`config.mk`:
```
export PLATFORM = sky130hd
export DESIGN_NAME = stc_cfg_bank
export DESIGN_NICKNAME = d
export VERILOG_FILES = /design/src/design/stc_pkg.sv /design/src/design/stc_clkout_div.sv /design/src/design/stc_cfg_bank.sv
export SDC_FILE = /design/constraint.sdc
export NUM_CORES = 1
export LEC_CHECK = 0
export ABC_AREA = 1
export BUFFER_PORTS_ARGS = -buffer_cell sky130_fd_sc_hd__buf_2
export CELL_PAD_IN_SITES_DETAIL_PLACEMENT = 1
export CELL_PAD_IN_SITES_GLOBAL_PLACEMENT = 2
export CORE_MARGIN = 2
export CORE_UTILIZATION = 37
export CTS_CLUSTER_SIZE = 40
export DETAILED_ROUTE_END_ITERATION = 7
export PLACE_DENSITY = 0.84
export SLEW_MARGIN = 10
export SYNTH_ARGS = -nofsm -noshare
export SYNTH_HDL_FRONTEND = slang
export SYNTH_SLANG_ARGS = --single-unit
```
`constraint.sdc`:
```
create_clock -name mclk -period 3.5 [get_ports mclk]
set_input_delay 0.7 -clock mclk [delete_from_list [all_inputs] [get_ports mclk]]
set_output_delay 0.7 -clock mclk [all_outputs]
set_load 0.005 [all_outputs]
```
`src/design/stc_pkg.sv`:
```
// package holding register map, field layout, reset values and encodings for the config bank
// Contract
// sync bytes two to four take part only as the sync length code allows
// sync length code: 00 eight, 01 sixteen, 10 twenty-four, 11 thirty-two bits
// address 22 holds the most significant sync byte, sent and matched first
// tx interpolation cutoff code is four bits, reset value 0111
// power code zero is full power, each step lowers output about 3 dB
// zero-IF bit forces first IF to zero and drops frequency deviation
// clock output pin driven only while its enable bit is set, set at reset
// divider zero gives crystal clock, else crystal over twice field, reset 01111
// Manchester coding applies only while its enable bit is set, clear at reset
// length field exact in fixed format, receive maximum only in variable format
// eight-bit node address, zero at reset, compared when filtering is on
// preamble of one to four bytes from two-bit code, reset code 10
// whitening applies only while its enable bit is set, clear at reset
// CRC generated and checked while CRC enable is set, set at reset
// address filter modes: off, node only, plus 0x00, plus 0x00 and 0xFF
// read-only CRC status bit, one for pass, writes ignored
// failed CRC clears FIFO unless the auto-clear control bit is one
// standby FIFO access is host write when bit is 0, read when 1
// format bit 0 selects fixed length, 1 variable length, reset 0
// host writes reserved fields only as zero
package stc_pkg;
    // ********************************************************************
    // register addresses
    // ********************************************************************
    localparam logic [4:0] ADDR_SYNC_FIRST = 5'h16;
    localparam logic [4:0] ADDR_SYNC_SECOND = 5'h17;
    localparam logic [4:0] ADDR_SYNC_THIRD = 5'h18;
    localparam logic [4:0] ADDR_SYNC_FOURTH = 5'h19;
    localparam logic [4:0] ADDR_TX_SET = 5'h1A;
    localparam logic [4:0] ADDR_CLK_SET = 5'h1B;
    localparam logic [4:0] ADDR_PKT_CODE = 5'h1C;
    localparam logic [4:0] ADDR_NODE = 5'h1D;
    localparam logic [4:0] ADDR_PKT_FMT = 5'h1E;
    localparam logic [4:0] ADDR_PKT_FIFO = 5'h1F;
    // ********************************************************************
    // reset values
    // ********************************************************************
    localparam logic [7:0] RST_SYNC = 8'h00;
    localparam logic [7:0] RST_TX_SET = 8'h72;
    localparam logic [7:0] RST_CLK_SET = 8'hBC;
    localparam logic [7:0] RST_PKT_CODE = 8'h00;
    localparam logic [7:0] RST_NODE = 8'h00;
    localparam logic [7:0] RST_PKT_FMT = 8'h48;
    localparam logic [7:0] RST_PKT_FIFO = 8'h00;
    localparam logic [7:0] RDATA_UNMAPPED = 8'h00;
    // ********************************************************************
    // field positions
    // ********************************************************************
    localparam int TX_CUTOFF_LSB = 4;
    localparam int TX_POWER_LSB = 1;
    localparam int TX_ZERO_IF_BIT = 0;
    localparam int CLK_EN_BIT = 7;
    localparam int CLK_DIV_LSB = 2;
    localparam int MANCH_BIT = 7;
    localparam int FMT_VAR_BIT = 7;
    localparam int PREAMBLE_LSB = 5;
    localparam int WHITEN_BIT = 4;
    localparam int CRC_EN_BIT = 3;
    localparam int FILT_LSB = 1;
    localparam int CRC_STAT_BIT = 0;
    localparam int AUTOCLR_OFF_BIT = 7;
    localparam int STBY_READ_BIT = 6;
    // ********************************************************************
    // encodings
    // ********************************************************************
    localparam logic [1:0] SYNC_LEN_8 = 2'h0;
    localparam logic [1:0] SYNC_LEN_16 = 2'h1;
    localparam logic [1:0] SYNC_LEN_24 = 2'h2;
    localparam logic [1:0] SYNC_LEN_32 = 2'h3;
    localparam logic [1:0] FILT_OFF = 2'h0;
    localparam logic [1:0] FILT_NODE = 2'h1;
    localparam logic [1:0] FILT_NODE_ZERO = 2'h2;
    localparam logic [1:0] FILT_NODE_BCAST = 2'h3;
    localparam logic [7:0] ADDR_ZERO = 8'h00;
    localparam logic [7:0] ADDR_BCAST = 8'hFF;
    localparam logic [4:0] DIV_UNDIVIDED = 5'h00;
endpackage

```
`src/design/stc_clkout_div.sv`:
```
// clock output divider: crystal rate or crystal over twice the divider field
`timescale 1ns/10ps
module stc_clkout_div
    import stc_pkg::*;
(
    input wire logic mclk,
    input wire logic nrst,
    input wire logic enable,
    input wire logic [4:0] div,
    output logic clk_o
);
    logic [4:0] cnt_q;
    logic tog_q;
    logic neg_q;
    logic pos_q;

    // ********************************************************************
    // divided path
    // ********************************************************************
    // half period of div cycles, so a full period is 2*div cycles
    always_ff @(posedge mclk or negedge nrst) begin
        if (!nrst) begin
            cnt_q <= 5'h00;
            tog_q <= 1'b0;
        end else if (!enable || div == DIV_UNDIVIDED) begin
            cnt_q <= 5'h00;
            tog_q <= 1'b0;
        end else if (cnt_q >= div - 5'h01) begin
            cnt_q <= 5'h00;
            tog_q <= ~tog_q;
        end else begin
            cnt_q <= cnt_q + 5'h01;
        end
    end

    // ********************************************************************
    // undivided path
    // ********************************************************************
    // one flop per edge; their xor follows the crystal without gating the clock
    always_ff @(posedge mclk or negedge nrst) begin
        if (!nrst) begin
            pos_q <= 1'b0;
        end else begin
            pos_q <= ~neg_q;
        end
    end

    always_ff @(negedge mclk or negedge nrst) begin
        if (!nrst) begin
            neg_q <= 1'b0;
        end else begin
            neg_q <= pos_q;
        end
    end

    // output select; undivided path only while the field is zero
    assign clk_o = enable & ((div == DIV_UNDIVIDED) ? ~(pos_q ^ neg_q) : tog_q);
endmodule

```
`src/design/stc_cfg_bank.sv`:
```
// sync, transmitter, clock output and packet handler configuration registers
`timescale 1ns/10ps
module stc_cfg_bank
    import stc_pkg::*;
(
    input wire logic mclk,
    input wire logic nrst,
    input wire logic cfg_sel,
    input wire logic cfg_wr,
    input wire logic [4:0] cfg_addr,
    input wire logic [7:0] cfg_wdata,
    output logic [7:0] cfg_rdata,
    input wire logic [1:0] sync_len_code,
    output logic [31:0] sync_pattern,
    output logic [2:0] sync_bytes_m1,
    output logic [3:0] tx_interp_cutoff,
    output logic [2:0] tx_atten_steps,
    output logic tx_zero_if,
    output logic tx_dev_used,
    output logic clkout_o,
    output logic clkout_oe_n,
    output logic manch_en,
    output logic [6:0] tx_payload_len,
    output logic [6:0] rx_payload_len,
    output logic var_len_fmt,
    output logic [2:0] preamble_bytes_m1,
    output logic whiten_en,
    output logic crc_en,
    input wire logic rx_addr_valid,
    input wire logic [7:0] rx_addr,
    output logic rx_addr_accept,
    output logic rx_addr_reject,
    input wire logic crc_done,
    input wire logic crc_pass,
    output logic fifo_clear,
    input wire logic standby,
    output logic stby_fifo_wr,
    output logic stby_fifo_rd
);
    logic [7:0] sync_q [4];
    logic [7:0] tx_set_q;
    logic [7:0] clk_set_q;
    logic [7:0] pkt_code_q;
    logic [7:0] node_q;
    logic [7:0] pkt_fmt_q;
    logic [7:0] pkt_fifo_q;
    logic crc_stat_q;
    logic [7:0] rdata_d;
    logic wr_hit;
    logic clk_div_o;
    logic addr_match;

    assign wr_hit = cfg_sel & cfg_wr;

    // ********************************************************************
    // register writes
    // ********************************************************************
    // sync bytes, one flop group per byte, address 22 is the leading byte
    for (genvar i = 0; i < 4; i++) begin : g_sync
        always_ff @(posedge mclk or negedge nrst) begin
            if (!nrst) begin
                sync_q[i] <= RST_SYNC;
            end else if (wr_hit && cfg_addr == ADDR_SYNC_FIRST + 5'(i)) begin
                sync_q[i] <= cfg_wdata;
            end
        end
    end

    // control registers; reserved bits are kept as written, host keeps them zero
    always_ff @(posedge mclk or negedge nrst) begin
        if (!nrst) begin
            tx_set_q <= RST_TX_SET;
            clk_set_q <= RST_CLK_SET;
            pkt_code_q <= RST_PKT_CODE;
            node_q <= RST_NODE;
            pkt_fmt_q <= RST_PKT_FMT;
            pkt_fifo_q <= RST_PKT_FIFO;
        end else if (wr_hit) begin
            unique case (cfg_addr)
                ADDR_TX_SET: tx_set_q <= cfg_wdata;
                ADDR_CLK_SET: clk_set_q <= cfg_wdata;
                ADDR_PKT_CODE: pkt_code_q <= cfg_wdata;
                ADDR_NODE: node_q <= cfg_wdata;
                ADDR_PKT_FMT: pkt_fmt_q <= cfg_wdata;
                ADDR_PKT_FIFO: pkt_fifo_q <= cfg_wdata;
                default: ;
            endcase
        end
    end

    // ********************************************************************
    // crc status
    // ********************************************************************
    // hardware-only bit; a host write to its position has no path here
    always_ff @(posedge mclk or negedge nrst) begin
        if (!nrst) begin
            crc_stat_q <= 1'b0;
        end else if (crc_done) begin
            crc_stat_q <= crc_pass;
        end
    end

    // failed check empties the FIFO unless the host turned auto-clear off
    always_ff @(posedge mclk or negedge nrst) begin
        if (!nrst) begin
            fifo_clear <= 1'b0;
        end else begin
            fifo_clear <= crc_done & ~crc_pass & ~pkt_fifo_q[AUTOCLR_OFF_BIT];
        end
    end

    // ********************************************************************
    // read path
    // ********************************************************************
    always_comb begin
        rdata_d = RDATA_UNMAPPED;
        unique case (cfg_addr)
            ADDR_SYNC_FIRST: rdata_d = sync_q[0];
            ADDR_SYNC_SECOND: rdata_d = sync_q[1];
            ADDR_SYNC_THIRD: rdata_d = sync_q[2];
            ADDR_SYNC_FOURTH: rdata_d = sync_q[3];
            ADDR_TX_SET: rdata_d = tx_set_q;
            ADDR_CLK_SET: rdata_d = clk_set_q;
            ADDR_PKT_CODE: rdata_d = pkt_code_q;
            ADDR_NODE: rdata_d = node_q;
            ADDR_PKT_FMT: rdata_d = {pkt_fmt_q[7:1], crc_stat_q};
            ADDR_PKT_FIFO: rdata_d = pkt_fifo_q;
            default: rdata_d = RDATA_UNMAPPED;
        endcase
    end

    // data held until the next selected read
    always_ff @(posedge mclk or negedge nrst) begin
        if (!nrst) begin
            cfg_rdata <= RDATA_UNMAPPED;
        end else if (cfg_sel && !cfg_wr) begin
            cfg_rdata <= rdata_d;
        end
    end

    // ********************************************************************
    // sync word to the matcher
    // ********************************************************************
    // unused bytes forced to zero so a stale value never leaks into a match
    always_ff @(posedge mclk or negedge nrst) begin
        if (!nrst) begin
            sync_pattern <= 32'h0000_0000;
            sync_bytes_m1 <= 3'h3;
        end else begin
            sync_pattern[31:24] <= sync_q[0];
            sync_pattern[23:16] <= (sync_len_code != SYNC_LEN_8) ? sync_q[1] : 8'h00;
            sync_pattern[15:8] <= sync_len_code[1] ? sync_q[2] : 8'h00;
            sync_pattern[7:0] <= (sync_len_code == SYNC_LEN_32) ? sync_q[3] : 8'h00;
            sync_bytes_m1 <= {1'b0, sync_len_code};
        end
    end

    // ********************************************************************
    // transmitter settings
    // ********************************************************************
    always_ff @(posedge mclk or negedge nrst) begin
        if (!nrst) begin
            tx_interp_cutoff <= RST_TX_SET[7:4];
            tx_atten_steps <= RST_TX_SET[3:1];
            tx_zero_if <= 1'b0;
            tx_dev_used <= 1'b1;
        end else begin
            tx_interp_cutoff <= tx_set_q[TX_CUTOFF_LSB +: 4];
            tx_atten_steps <= tx_set_q[TX_POWER_LSB +: 3];
            tx_zero_if <= tx_set_q[TX_ZERO_IF_BIT];
            tx_dev_used <= ~tx_set_q[TX_ZERO_IF_BIT];
        end
    end

    // ********************************************************************
    // clock output
    // ********************************************************************
    stc_clkout_div u_div (
        .mclk(mclk),
        .nrst(nrst),
        .enable(clk_set_q[CLK_EN_BIT]),
        .div(clk_set_q[CLK_DIV_LSB +: 5]),
        .clk_o(clk_div_o)
    );

    // pin level follows the divider; the undivided case cannot pass a flop
    assign clkout_o = clk_div_o;

    // pin released while disabled; enable is active low
    always_ff @(posedge mclk or negedge nrst) begin
        if (!nrst) begin
            clkout_oe_n <= 1'b0;
        end else begin
            clkout_oe_n <= ~clk_set_q[CLK_EN_BIT];
        end
    end

    // ********************************************************************
    // packet handler options
    // ********************************************************************
    always_ff @(posedge mclk or negedge nrst) begin
        if (!nrst) begin
            manch_en <= 1'b0;
            tx_payload_len <= 7'h00;
            rx_payload_len <= 7'h00;
            var_len_fmt <= 1'b0;
            preamble_bytes_m1 <= 3'h2;
            whiten_en <= 1'b0;
            crc_en <= 1'b1;
        end else begin
            manch_en <= pkt_code_q[MANCH_BIT];
            // variable format takes its length from the packet itself on transmit
            tx_payload_len <= pkt_fmt_q[FMT_VAR_BIT] ? 7'h00 : pkt_code_q[6:0];
            rx_payload_len <= pkt_code_q[6:0];
            var_len_fmt <= pkt_fmt_q[FMT_VAR_BIT];
            preamble_bytes_m1 <= {1'b0, pkt_fmt_q[PREAMBLE_LSB +: 2]};
            whiten_en <= pkt_fmt_q[WHITEN_BIT];
            crc_en <= pkt_fmt_q[CRC_EN_BIT];
        end
    end

    // ********************************************************************
    // address filter
    // ********************************************************************
    always_comb begin
        unique case (pkt_fmt_q[FILT_LSB +: 2])
            FILT_OFF: addr_match = 1'b1;
            FILT_NODE: addr_match = (rx_addr == node_q);
            FILT_NODE_ZERO: addr_match = (rx_addr == node_q) || (rx_addr == ADDR_ZERO);
            FILT_NODE_BCAST: addr_match = (rx_addr == node_q) || (rx_addr == ADDR_ZERO)
                || (rx_addr == ADDR_BCAST);
        endcase
    end

    // one-cycle verdict one edge after the address is offered
    always_ff @(posedge mclk or negedge nrst) begin
        if (!nrst) begin
            rx_addr_accept <= 1'b0;
            rx_addr_reject <= 1'b0;
        end else begin
            rx_addr_accept <= rx_addr_valid & addr_match;
            rx_addr_reject <= rx_addr_valid & ~addr_match;
        end
    end

    // ********************************************************************
    // standby FIFO direction
    // ********************************************************************
    always_ff @(posedge mclk or negedge nrst) begin
        if (!nrst) begin
            stby_fifo_wr <= 1'b0;
            stby_fifo_rd <= 1'b0;
        end else begin
            stby_fifo_wr <= standby & ~pkt_fifo_q[STBY_READ_BIT];
            stby_fifo_rd <= standby & pkt_fifo_q[STBY_READ_BIT];
        end
    end
endmodule

```
# After elaboration in Yosys (flattened, before gate mapping)
# Index checks and enable logic that the tools add are counted.
# Widths: inputs -> output; s select.
# word_totals
reg_bits	166
inputBits	31
out_inout_bits	80
word_cells	104
# op_classes
add_sub_neg	2
magnitude_cmp	1
n_eq_ne	16
mux	11
bitwise	18
reduce_logical	21
# op_table
cell	count
$pmux 8 s10	1
$eq 5x5->1 const B	10
$mux 8	3
$reduce_and 2->1	6
$mux 5	2
$not 1->1	9
$and 1x1->1	8
$eq 8x8->1	1
$eq 8x8->1 const B	1
$logic_not 8->1	1
$mux 7	1
$eq 2x2->1 const B	3
$add 5x1->5 const B	1
$ge 5x5->1	1
$logic_and 1x1->1	5
$logic_not 5->1	1
$sub 5x1->5 const B	1
$pmux 1 s4	1
$reduce_bool 2->1	2
$logic_or 1x1->1	3
$mux 1	3
$eq 2x1->1 const B	1
$logic_not 1->1	2
$logic_not 2->1	1
$xor 1x1->1	1

# Depth between registers and ports, before layout
# depth
depth_word	6
depth_mapped	13
ltp_nobuf	13

# Modules after synthesis
# A second synthesis with hierarchy kept.
# unflattened
cells_unflattened	734
hier_area_um2	6736.5
# modules_own_cells
module	n_inst	cells_each	area_each_um2	seq_area_each_um2
stc_cfg_bank	1	666	6195.9	3953.8
stc_clkout_div	1	68	540.5	200.2

==> results_dict.tcl <==
set metrics [dict create \
    outcome "finished, violations left" \
    violations "negative setup slack" \
    rrSetupSlack_ps 1100 \
    ys_warn_count 0 \
    yosysTopAreaCellShare_pct 53.9 \
    cp_top_family "flip-flops" \
    syn_area_um2 6690 \
    power_density_nw_per_um2 582 \
    ant_nets 0 \
    area_delta_synth_final_pct 20.1 \
    die_area_um2 19200 \
    via_per_inst 4.83 \
    grt_max_degree 70 \
    p_sw_share_pct 25.4 \
    fin_ws_ps -224 \
    fp-row-count 49 \
    path_max_fanout 2 \
    synth_largest_area_cell "dfrtp_1" \
    slowest_stage "dfrtn_1" \
    p_leak_nw 4.24 \
    skew_ps 22.2 \
    grtUsageMet2_pct 33.4 \
    io_pins 111 \
    hp-class "in2async" \
    switching_power_mw 1.19 \
    clock_power_share_pct 40.3 \
    wl_per_cell_um 16.8 \
    slew_headroom_pct 38.2 \
    p_seq_share_pct 49.2 \
    crit_buf_inv 1 \
    diodes 0 \
    drt_wl_total_mm 18.2 \
    finish.utilization_pct 45.0 \
    grt_pass1_wl_mm 30.1 \
    drv_cap 0 \
    cts_root_buffer "clkbuf_16" \
    worstReg2RegEnd "u_div.pos_q" \
    synthTopCellsByArea "dfrtp_1 54%, nand2_1 11%, dfstp_2 7.9%, nand3_1 6.6%, o21ai_0 6.1%" \
    cts_tree "built" \
    core_area_um2 17800 \
    place_hpwl_mm 13.0 \
    vdd_drop_max_uv 348 \
    fin_nets 878 \
    worst_pin_slew_ps 927 \
    fp.dieW_um 138 \
    clkSinkCount 165 \
    first_global_vias 5675 \
    synth.distinct_cells 22 \
    grt_usage_pct 20.2 \
    rsz0062_at_grt "true" \
    worstSkewPairLatency_ps 420 \
    antenna_found_initial 0 \
    p_total_mw 4.68 \
    syn_avg_cell_area_um2 9.15 \
    comb_power_share_pct 10.5 \
    die_y_um 138 \
    cts_max_level 4 \
    r2r_start "u_div.neg_q" \
    num_vias 5224 \
    worst_setup_path_end_kind "primary output" \
    cts_made_buffers 17 \
    grt-ovfl-total 0 \
    final_hold_viol_count 0 \
    start_kind "register" \
    dpl_worst_slack_ps 157 \
    met1_usage_pct 26.5 \
    crit_path_start "u_div.neg_q" \
    slew_viol_final 0 \
    ys_ff_latch 165 \
    path_clk_slew_ps 60 \
    worst_hold_slack_ps 164 \
    cp_slowest_stage_delay_ps 420 \
    synthCells 731 \
    path_cells "xnor2_1 > o21ai_1 > a21oi_1 > buf_2" \
    drive_gt1_share_pct 20.2 \
    grt.met3_usage_pct 5.02 \
    initial_core_util_pct 37.5 \
    path_class "reg2out" \
    yosysSeqAreaShare_pct 62.1 \
    grt_busiest_layer "met2" \
    r2r_cells 2 \
    critical_path_required_ps 2800 \
    clockBufferDepth 2 \
    port_buffers 108 \
    drt_iter0_drc 320 \
    ctsHoldBuffers 0 \
    setup_viol 1 \
    intPower_mw 3.49 \
    drt_pass1_iterations 4 \
    cp.arrival_ps 3020 \
    gp_congestion 0.832 \
    drc_errors 0 \
]
cells in the mapped netlist:
cell,number
dfrtp_1,144
nand2_1,198
dfrtn_1,1
or2_2,4
buf_4,3
nor2_1,59
nor2_2,7
dfstp_2,20
conb_1,1
clkbuf_1,7
o21ai_0,81
xor2_1,2
inv_1,73
xnor2_1,9
ha_1,7
a21oi_1,4
clkinv_1,2
buf_6,1
nand4_1,4
nand3_1,88
buf_2,13
nor3_1,3
layout by cell type, fill, tap and decap left out:
master,count
clkbuf_8,2
dfstp_2,20
nand3_1,88
xnor2_1,9
dfrtp_1,144
nor3_1,3
ha_1,7
buf_4,5
nand4_1,4
o21ai_1,1
o21ai_0,80
nor2_2,7
dfrtn_1,1
conb_1,2
nor2_1,59
buf_2,107
clkbuf_16,17
clkinv_4,1
bufinv_16,3
buf_6,1
a21oi_1,4
clkinvlp_4,2
clkinv_2,3
nand2_1,198
clkbuf_1,4
inv_1,73
clkinv_1,2
or2_2,4
xor2_1,2
sequential cells by signal, summed over array words and instances (netlist names), 8 cells and up:
| register | flops |
|---|---|
| pkt_fifo_q | 8 |
| cfg_rdata | 8 |
| tx_set_q | 8 |
| clk_set_q | 8 |
| pkt_code_q | 8 |
| sync_q | 32 |
| sync_pattern | 32 |
| node_q | 8 |
worst max path at each step:
| stage | endpoint | slack (ps) | cells past startpoint |
|---|---|---|---|
| after floorplan | clkout_o | 320 | 3 |
| after detailed placement | clkout_o | 160 | 4 |
| final | clkout_o | -220 | 4 |
| after global routing | clkout_o | -280 | 4 |
| after global placement | clkout_o | 200 | 4 |
| after CTS | clkout_o | -250 | 4 |
final cells by class:
type | count | area [um^2]
fillers | 2106 | 9810
clock inverters | 9 | 129
clock buffers | 23 | 468
repair buffers | 113 | 584
well taps | 229 | 287
flip-flops and latches | 165 | 4150
multi-input cells | 468 | 2130
inverters | 75 | 282
routing by layer:
metal	vias to the layer above	routed length, um
met3	21	790
met1	2554	8220
met2	111	8890
met4	0	253
met5	-	0
li1	2538	-
cell families (layout without fill, tap and decap cells):
logic type      after synthesis  count (layout)  share of synthesized area, %
compound gates               85              85                          6.36
xor+xnor                     11              11                          1.44
fa+ha+maj                     7               7                          1.31
buf+inv                      99             220                          6.08
flops                       165             165                          62.1
other cells                   1               2                        0.0561
simple gates                363             363                          22.6
repair_timing:
item	4_1_cts	5_1_grt
resized for setup	1	0
buffers inserted	1	0
endpoints found under the setup margin	1	1
pin swaps	2	0
power groups by stage:
stage | combinational [mW] | clock, mW | sequential [mW]
3_3_place_gp | 0.468 | 0 | 2.32
4_1_cts | 0.508 | 1.93 | 2.30
6_report | 0.493 | 1.88 | 2.30
2_1_floorplan | 0.257 | 0 | 2.29
3_5_place_dp | 0.501 | 0 | 2.34
5_1_grt | 0.571 | 2.03 | 2.33
stage by stage:
| stage | area, um^2 | setup TNS, ps | cells |
|---|---|---|---|
| 2_1_floorplan | 6690 | 0 | 732 |
| 3_3_place_gp | 7430 | 0 | 1049 |
| 3_5_place_dp | 7430 | 0 | 1049 |
| 4_1_cts | 8030 | -249 | 1082 |
| 5_1_grt | 8030 | -282 | 1082 |
| 6_report | 8030 | -224 | 1082 |
Note: power is estimated with default switching activity, not from simulation.
